**src/rtl/wdtnr_pkg.sv**
```systemverilog
// package: register map, codes and timing constants for the watchdog
package wdtnr_pkg;
   // register byte offsets
   localparam logic [11:0] WDTNR_MODE_OFS = 12'h000;
   localparam logic [11:0] WDTNR_CODE_OFS = 12'h004;
   // mode register field positions
   localparam int WDTNR_ENABLE_BIT = 7;
   localparam int WDTNR_PERIOD_LSB = 4;
   localparam int WDTNR_IDLE_BIT = 2;
   localparam int WDTNR_ACTION_BIT = 1;
   // reset values of mode fields
   localparam logic WDTNR_ENABLE_RST = 1'b1;
   localparam logic [2:0] WDTNR_PERIOD_RST = 3'h0;
   localparam logic WDTNR_IDLE_RST = 1'b0;
   localparam logic WDTNR_ACTION_RST = 1'b1;
   // command codes
   localparam logic [7:0] WDTNR_CLEAR_CODE = 8'h4e;
   localparam logic [7:0] WDTNR_DISABLE_CODE = 8'hb1;
   // counter width covers the longest period, 2^25
   localparam int WDTNR_CNT_W = 26;
   localparam logic [2:0] WDTNR_PERIOD_MAX = 3'h5;
   localparam int WDTNR_PERIOD_BASE = 15;
   localparam int WDTNR_PERIOD_STEP = 2;
   // reset hold length in system clock states
   localparam int WDTNR_RST_STATES = 32;
   localparam logic [5:0] WDTNR_RST_CYC = 6'(WDTNR_RST_STATES);
   // packed mode fields
   typedef struct packed {
      logic enable;
      logic [2:0] period;
      logic idle_run;
      logic action;
   } wdtnr_mode_t;
   // apb request bundle
   typedef struct packed {
      logic psel;
      logic penable;
      logic pwrite;
      logic [11:0] paddr;
      logic [31:0] pwdata;
   } wdtnr_apb_req_t;
endpackage

```
**src/rtl/wdtnr_apb.sv**
```systemverilog
// module: apb slave decode for the watchdog registers
`timescale 1ns/1ps
`default_nettype none
module wdtnr_apb
   import wdtnr_pkg::*;
(
   input wire wdtnr_apb_req_t req,
   input wire logic [31:0] mode_rdata,
   output logic pready,
   output logic pslverr,
   output logic mode_we,
   output logic code_we,
   output logic [31:0] rdata
);
   // access phase qualifier
   logic access;
   assign access = req.psel && req.penable;
   // zero wait state slave
   assign pready = 1'b1;
   // unmapped offsets answer with an error
   always_comb begin
      mode_we = 1'b0;
      code_we = 1'b0;
      pslverr = 1'b0;
      rdata = 32'h0;
      if (req.paddr == WDTNR_MODE_OFS) begin
         mode_we = access && req.pwrite;
         rdata = mode_rdata;
      end else if (req.paddr == WDTNR_CODE_OFS) begin
         code_we = access && req.pwrite;
      end else begin
         pslverr = access;
      end
   end
endmodule
`default_nettype wire

```
**src/rtl/wdtnr_expiry.sv**
```systemverilog
// module: selects the counter bit that marks expiry of the chosen period
`timescale 1ns/1ps
`default_nettype none
module wdtnr_expiry
   import wdtnr_pkg::*;
(
   input wire logic [WDTNR_CNT_W-1:0] count,
   input wire logic [2:0] period,
   output logic expired
);
   // one tap per legal period code
   logic [5:0] tap;
   genvar g;
   generate
      for (g = 0; g < 6; g++) begin : g_tap
         assign tap[g] = count[WDTNR_PERIOD_BASE + WDTNR_PERIOD_STEP * g];
      end
   endgenerate
   // prohibited codes never expire
   always_comb begin
      expired = 1'b0;
      if (period <= WDTNR_PERIOD_MAX) begin
         expired = tap[period];
      end
   end
endmodule
`default_nettype wire

```
**src/rtl/wdtnr_top.sv**
```systemverilog
// module: watchdog timer with nmi or chip reset action and fault pin
`timescale 1ns/1ps
`default_nettype none
module wdtnr_top
   import wdtnr_pkg::*;
(
   input wire logic sys_clk,
   input wire logic nrst,
   input wire logic psel,
   input wire logic penable,
   input wire logic pwrite,
   input wire logic [11:0] paddr,
   input wire logic [31:0] pwdata,
   output logic [31:0] prdata,
   output logic pready,
   output logic pslverr,
   input wire logic light_idle_mode,
   input wire logic debug_halt,
   output logic overflow_interrupt,
   output logic nmi_source_flag,
   output logic chip_reset_req,
   output logic clock_reinit_req,
   output logic fault_output_n
);
   ////////////////////////////////////////////////////////////////////////
   // state declarations
   wdtnr_mode_t mode_r, mode_nxt; // software mode fields
   logic active_r, active_nxt; // watchdog running (not disabled)
   logic [WDTNR_CNT_W-1:0] cnt_r, cnt_nxt; // binary counter
   logic fault_r, fault_nxt; // fault pin asserted
   logic nmi_r, nmi_nxt; // one-cycle nmi pulse
   logic flag_r, flag_nxt; // nmi source flag, sticky
   logic [5:0] rst_cnt_r, rst_cnt_nxt; // reset hold countdown
   logic [31:0] prdata_r, prdata_nxt; // registered read data
   ////////////////////////////////////////////////////////////////////////
   // bus slave
   wdtnr_apb_req_t req;
   logic mode_we, code_we;
   logic [31:0] mode_rdata, rdata_c;
   assign req = '{psel: psel, penable: penable, pwrite: pwrite, paddr: paddr,
                  pwdata: pwdata};
   // mode register image, reserved bits read zero
   // reserved read zero
   always_comb begin
      mode_rdata = 32'h0;
      mode_rdata[WDTNR_ENABLE_BIT] = mode_r.enable;
      mode_rdata[WDTNR_PERIOD_LSB +: 3] = mode_r.period;
      mode_rdata[WDTNR_IDLE_BIT] = mode_r.idle_run;
      mode_rdata[WDTNR_ACTION_BIT] = mode_r.action;
   end
   wdtnr_apb u_apb (
      .req(req),
      .mode_rdata(mode_rdata),
      .pready(pready),
      .pslverr(pslverr),
      .mode_we(mode_we),
      .code_we(code_we),
      .rdata(rdata_c)
   );
   // read data shows the register image captured on the previous clock of a read, zero otherwise
   assign prdata = prdata_r;
   ////////////////////////////////////////////////////////////////////////
   // expiry decode
   logic expired;
   wdtnr_expiry u_exp (
      .count(cnt_r),
      .period(mode_r.period),
      .expired(expired)
   );
   ////////////////////////////////////////////////////////////////////////
   // command decode
   logic [7:0] code;
   logic clear_cmd, disable_cmd, halted, running, overflow, in_reset;
   assign code = pwdata[7:0];
   assign clear_cmd = code_we && (code == WDTNR_CLEAR_CODE);
   // disable only with enable already zero
   assign disable_cmd = code_we && (code == WDTNR_DISABLE_CODE) && !mode_r.enable;
   // idle halt unless idle run set
   assign halted = debug_halt || (light_idle_mode && !mode_r.idle_run);
   assign running = active_r && !halted;
   assign in_reset = (rst_cnt_r != 6'h0);
   // overflow on first expiry bit reach
   assign overflow = running && expired && !fault_r && !in_reset;
   ////////////////////////////////////////////////////////////////////////
   // next-state logic
   always_comb begin
      mode_nxt = mode_r;
      active_nxt = active_r;
      cnt_nxt = cnt_r;
      fault_nxt = fault_r;
      nmi_nxt = 1'b0;
      flag_nxt = flag_r;
      rst_cnt_nxt = rst_cnt_r;
      prdata_nxt = 32'h0;
      // register read capture
      if (psel && !pwrite) begin
         prdata_nxt = rdata_c;
      end
      // mode write, bit 0 ignored
      // bit 0 ignored
      if (mode_we) begin
         mode_nxt.enable = pwdata[WDTNR_ENABLE_BIT];
         mode_nxt.period = pwdata[WDTNR_PERIOD_LSB +: 3];
         mode_nxt.idle_run = pwdata[WDTNR_IDLE_BIT];
         mode_nxt.action = pwdata[WDTNR_ACTION_BIT];
         if (pwdata[WDTNR_ENABLE_BIT]) begin
            active_nxt = 1'b1;
         end
      end
      if (running && !fault_r) begin
         cnt_nxt = cnt_r + 1'b1;
      end
      // overflow response
      if (overflow) begin
         fault_nxt = 1'b1;
         if (mode_r.action) begin
            rst_cnt_nxt = WDTNR_RST_CYC;
         end else begin
            nmi_nxt = 1'b1;
            flag_nxt = 1'b1;
         end
      end
      // reset hold countdown, counter held at zero; counting resumes only after a clear code
      if (in_reset) begin
         rst_cnt_nxt = rst_cnt_r - 1'b1;
         cnt_nxt = '0;
      end
      if (clear_cmd) begin
         cnt_nxt = '0;
         // fault pin released, an overflow in the same cycle wins
         fault_nxt = overflow;
      end
      if (disable_cmd) begin
         active_nxt = 1'b0;
         cnt_nxt = '0;
      end
   end
   ////////////////////////////////////////////////////////////////////////
   // state registers
   always_ff @(posedge sys_clk or negedge nrst) begin
      if (!nrst) begin
         mode_r.enable <= WDTNR_ENABLE_RST;
         mode_r.period <= WDTNR_PERIOD_RST;
         mode_r.idle_run <= WDTNR_IDLE_RST;
         mode_r.action <= WDTNR_ACTION_RST;
         active_r <= WDTNR_ENABLE_RST;
         cnt_r <= '0;
         fault_r <= 1'b0;
         nmi_r <= 1'b0;
         flag_r <= 1'b0;
         rst_cnt_r <= 6'h0;
         prdata_r <= 32'h0;
      end else begin
         mode_r <= mode_nxt;
         active_r <= active_nxt;
         cnt_r <= cnt_nxt;
         fault_r <= fault_nxt;
         nmi_r <= nmi_nxt;
         flag_r <= flag_nxt;
         rst_cnt_r <= rst_cnt_nxt;
         prdata_r <= prdata_nxt;
      end
   end
   ////////////////////////////////////////////////////////////////////////
   // outputs
   assign overflow_interrupt = nmi_r;
   assign nmi_source_flag = flag_r;
   assign chip_reset_req = in_reset;
   assign clock_reinit_req = in_reset;
   assign fault_output_n = !fault_r;
endmodule
`default_nettype wire

```
**config.mk**
```make
export PLATFORM = sky130hd
export DESIGN_NAME = wdtnr_top
export DESIGN_NICKNAME = d
export VERILOG_FILES = /design/src/rtl/wdtnr_pkg.sv /design/src/rtl/wdtnr_apb.sv /design/src/rtl/wdtnr_expiry.sv /design/src/rtl/wdtnr_top.sv
export SDC_FILE = /design/constraint.sdc
export NUM_CORES = 1
export LEC_CHECK = 0
export BUFFER_PORTS_ARGS = -buffer_cell sky130_fd_sc_hd__buf_2
export CAP_MARGIN = 20
export CORE_ASPECT_RATIO = 1.4
export CORE_MARGIN = 5
export CORE_UTILIZATION = 35
export CTS_BUF_LIST = sky130_fd_sc_hd__clkbuf_2
export CTS_CLUSTER_SIZE = 30
export DETAILED_ROUTE_END_ITERATION = 10
export MAX_ROUTING_LAYER = met4
export REMOVE_ABC_BUFFERS = 1
export SYNTH_ARGS = -nofsm -noshare
export SYNTH_HDL_FRONTEND = slang
export SYNTH_SLANG_ARGS = --single-unit
export TNS_END_PERCENT = 50
```
**constraint.sdc**
```tcl
create_clock -name sys_clk -period 2.6 [get_ports sys_clk]
set_input_delay 0.39 -clock sys_clk [delete_from_list [all_inputs] [get_ports sys_clk]]
set_output_delay 0.39 -clock sys_clk [all_outputs]
set_load 0.02 [all_outputs]
```
# Yosys cells after proc, flatten, opt, wreduce, memory -nomap -nowiden
# Index checks and enable logic that the tools add are counted.
# op_classes
n_addsub	2
order_cmp	2
eq_ne	3
muxes	24
n_bitwise	1
n_reduce_logical	30
# ops
operator	count
two-way mux 26 bit	4
two-way mux 32 bit	1
adder 26 x 1 -> 26 bit (second input constant)	1
two-way mux 6 bit	3
two-way mux 1 bit	14
== test 12 x 3 -> 1 bit (second input constant)	1
logical AND 1 bit	12
logical NOT 12 bit	1
nonzero test 2 bit	5
== test 8 x 7 -> 1 bit (second input constant)	1
== test 8 bit (second input constant)	1
two-way mux 8 bit	1
logical NOT 1 bit	6
AND reduction 2 bit	3
nonzero test 6 bit	1
subtractor 6 x 1 -> 6 bit (second input constant)	1
< comparator 3 x 4 -> 1 bit (second input constant)	1
nonzero test 4 bit	1
binary-select mux 1 bit (select 3 bit)	1
less-or-equal comparator 3 bit (second input constant)	1
logical OR 1 bit	1
inverter 1 bit	1
# totals
reg_bits	74
elab_cells	73

# Depth between registers and ports, before layout
# logic_depth
ltp_word	10
ltp_mapped	9
ltp_nobuf	7

# Modules after synthesis
# A second synthesis with hierarchy kept.
# hier_totals
hier_cells	337
area_unflattened_um2	3614.7
# modules_own_cells
module	instances	cells_per_inst	area_per_inst_um2	seq_area_each_um2
wdtnr_top	1	283	3224.3	1855.5
wdtnr_apb	1	50	342.8	0.0
wdtnr_expiry	1	4	47.5	0.0

# Worst setup path after synthesis
# Ideal clock, no wire load.
# synth_timing
path_type	register -> register
start	register rst_cnt_r[0]
end	register cnt_r[12]
setup_ps	72
t_arrival_ps	1825
required_ps	2528
slack_ps	703
path_stages_with_launch	10
period_less_slack_ps	1897
cell_sequence	dfrtp_1 inv_1 ha_1 nand2b_1 nor4_2 inv_2 a31o_2 buf_2 buf_2 nor2_1
# synth_between
elab_chain_len	4
# synth_rtl
item	line_no	text
start, declared	wdtnr_top.sv:33	logic [5:0] rst_cnt_r, rst_cnt_nxt;
start signal, assigned	wdtnr_top.sv:160	rst_cnt_r <= rst_cnt_nxt;
nonzero test 6 bit *	wdtnr_top.sv:81	assign in_reset = (rst_cnt_r != 6'h0);
via chip_reset_req	wdtnr_top.sv:21	output logic chip_reset_req,
two-way mux 26 bit	wdtnr_top.sv:124	if (in_reset) begin
two-way mux 26 bit	wdtnr_top.sv:128	if (clear_cmd) begin
two-way mux 26 bit	wdtnr_top.sv:133	if (disable_cmd) begin
end signal, assigned	wdtnr_top.sv:156	cnt_r <= cnt_nxt;
end, declared	wdtnr_top.sv:29	logic [WDTNR_CNT_W-1:0] cnt_r, cnt_nxt;
# The timed path passes the listed nets; every way through them passes the cells marked *.
# A chain may end at the register's enable or synchronous reset.

# Worst setup path after layout
# layout_timing
start	register rst_cnt_r[0]
end	output clock_reinit_req
# layout_between
elab_chain_len	1
# layout_rtl
item	line_no	text
nonzero test 6 bit	wdtnr_top.sv:81	
end, declared	wdtnr_top.sv:22	output logic clock_reinit_req,
# No other way between the ends.

==> summary.txt <==
Total clock sinks = 48
Max-slew violations = 0
Buf+Inv Stages, Crit Path = 4
Die ar. = 0.00949 mm²
Post_cts resized = 0
GPL Wtd Cong = 0.786
Cts hold-fix bufs = 0
Pint = 0.000841 W
Crit-path cells = inv_1, ha_1, nand2b_1, nor4_2, buf_4, inv_2, buf_2
DRT Pass-1 Iters = 4
Antenna violations before repair = 0
Die height = 113 µm
Worst-Skew Late Latency = 420 ps
First-pass GRT wire length = 8420 µm
Routed WL = 4960 µm
Placed cells = 397
Yosys top cell by area = dfrtp_1
Core area = 0.00741 mm²
CTS root buf = clkbuf_2
Layout cells sized above 1 = 26.6%
Max clock buf depth = 2
Post-CTS setup buffers = 0
I/O pin count = 90
Number of max-cap violations = 0
Drt wl/cell = 12.2 µm
Combinational power share = 7.4%
DP HPWL = 3610 µm
Gr usage total = 11.1%
Yosys reg bits = 48
Register Area = 0.00120 mm²
Switch Pwr = 0.000293 W
R2R depth = 5
Clock transition at path regs = 240 ps
CTS tree = yes
Crit path max-delay family = buffers and inverters
H-tree depth = 2
Min-Delay Path Class = input port to async pin
Post-synth top area share = 42.2%
Async set or reset register ratio after synthesis = 100%
Vias = 1869
Remaining antenna violation count = 0
Critical Path RT = 2210 ps
Vias per cell = 4.60
Slew headroom = 59.3%
Clock Skews = 34.0 ps
Initial Util = 36.0%
TNS Setup = 0 ps
Startpoint class of the critical path = register
Worst path depth = 7
Critical Path Source = rst_cnt_r[0]
Final hold vios = 0
Area of the multi-input gates = 0.00126 mm²
Worst r2r src = active_r
Rows = 37
Power per cell area = 391 mW/mm²
Setup ws final = 460 ps
Syn-to-layout area delta = 8.77%
Outcome = finished clean
Nets = 361
Pre-CTS setup slack = 560 ps
Setup-failing EPs final = 0
Synth Instances = 268
Synthesized area = 0.00267 mm²
CP arrival = 1750 ps
TritonCTS Buffers = 5
Critical path type = register to output port
Grt ovf = 0
Worst Path Max Fanout = 6
Flop pwr share = 66.0%
Fin crit share = 82.3%
CP max-delay cell = dfrtp_1
Filler Cell Count = 750
Synth top cells by count = 45 x dfrtp_1, 31 x nor2_1, 28 x buf_4
RSZ-0062 raised after global routing = no
Vias in the first global route = 1850
Width of the die = 83.8 µm
Post-synthesis sequential area ratio = 45.2%
Port Buffer Count = 38
Final min period = 2140 ps
EDFF count, synth = 0
Netlist cell types = 46
Synth top area cells = dfrtp_1 42%, buf_4 7.9%, xnor2_1 7.9%, nor2_1 4.4%, nor4_2 3.8%
CP peak stage delay = 460 ps
Syn Area/Cell = 9.95 µm²
CP Capture Type = output port
Most common cell in the netlist = dfrtp_1
Final core occ = 39.2%
Switching share of power = 25.8%
Iter 0 DRT Violations = 98
Maximum VDD drop = 0.133 mV
DRC = 0
Ys flop type = dfrtp_1
Clock power frac = 26.6%
Pin count of the biggest net entering global routing = 49
Leak = 1.34 nW
Layout Cells excl Fill = 406
Synthesis Warnings = 0
Worst-margin pin slew = 610 ps
Fmax = 467 MHz
[power by group through the flow]
stage / Clock (W) / Sequential, W / Combinational (W)
floorplan: 0 / 0.000761 / 0.0000418
global placement: 0 / 0.000761 / 0.0000837
detailed placement: 0 / 0.000761 / 0.0000841
CTS: 0.000320 / 0.000749 / 0.0000843
global route: 0.000355 / 0.000750 / 0.0000929
finish: 0.000301 / 0.000749 / 0.0000837
[cell families (layout without fill, tap and decap cells)]
group,count (synthesis),in the layout,synth area share (%)
AO/OA/AOI/OAI,10,10,2.30
other,2,28,0.282
adder cells (fa/ha/maj),3,3,1.41
flip-flops,48,48,45.2
XOR/XNOR,27,27,8.87
multiplexers,11,11,4.46
AND/OR/NAND/NOR,119,119,26.4
buffers and inverters,48,63,11.1
[state kept, by name, summed over array words and instances (netlist names)]
register and flops:
prdata 6, fault_r 1, mode_r 6, nmi_source_flag 1, cnt_r 26, rst_cnt_r 6, overflow_interrupt 1, active_r 1
[final timing paths]
path / to / slack [ps]
worst min-delay path: prdata[6] / 20
worst max-delay path: clock_reinit_req / 460
max in group asynchronous: cnt_r[2] / 2140
worst min register to register: nmi_source_flag / 500
worst max register to register: cnt_r[17] / 700
min in group sys_clk: mode_r[3] / 210
[metrics by stage]
step | instance area (µm²) | hold WS, ps | power, W
after CTS | 2900 | 33.3 | 0.00115
after global placement | 2860 | 447 | 0.000845
after global routing | 2900 | 41.9 | 0.00120
after detailed placement | 2860 | 457 | 0.000845
after floorplan | 2510 | 94.4 | 0.000803
final | 2900 | 18.0 | 0.00113
[metal layers]
layer / vias to the layer above / global-route usage (%) / part of all wire [%]
met4: 0 / 3.86 / 1.5
li1: 929 / - / -
met2: 56 / 19.0 / 49
met1: 878 / 12.0 / 41
met3: 6 / 3.57 / 8.4
met5: - / - / 0
[cells in the final DEF, fill, tap and decap left out, types with 8 or more instances in the layout]
cell type / n
dfrtp_1: 45
nor4_2: 8
buf_2: 38
nand2_1: 12
nor2_1: 31
inv_1: 11
conb_1: 27
xnor2_1: 24
nand3_1: 10
nor3_1: 14
[layout make-up]
class	count	area share (%)
diodes	1	0.0862
clock buffers	7	1.21
clock inverters	1	0.172
inverters	12	1.55
multi-input cells	197	43.4
flip-flops and latches	48	41.5
well taps	97	4.18
repair buffers	43	7.85
Note: power is estimated with default switching activity, not from simulation.
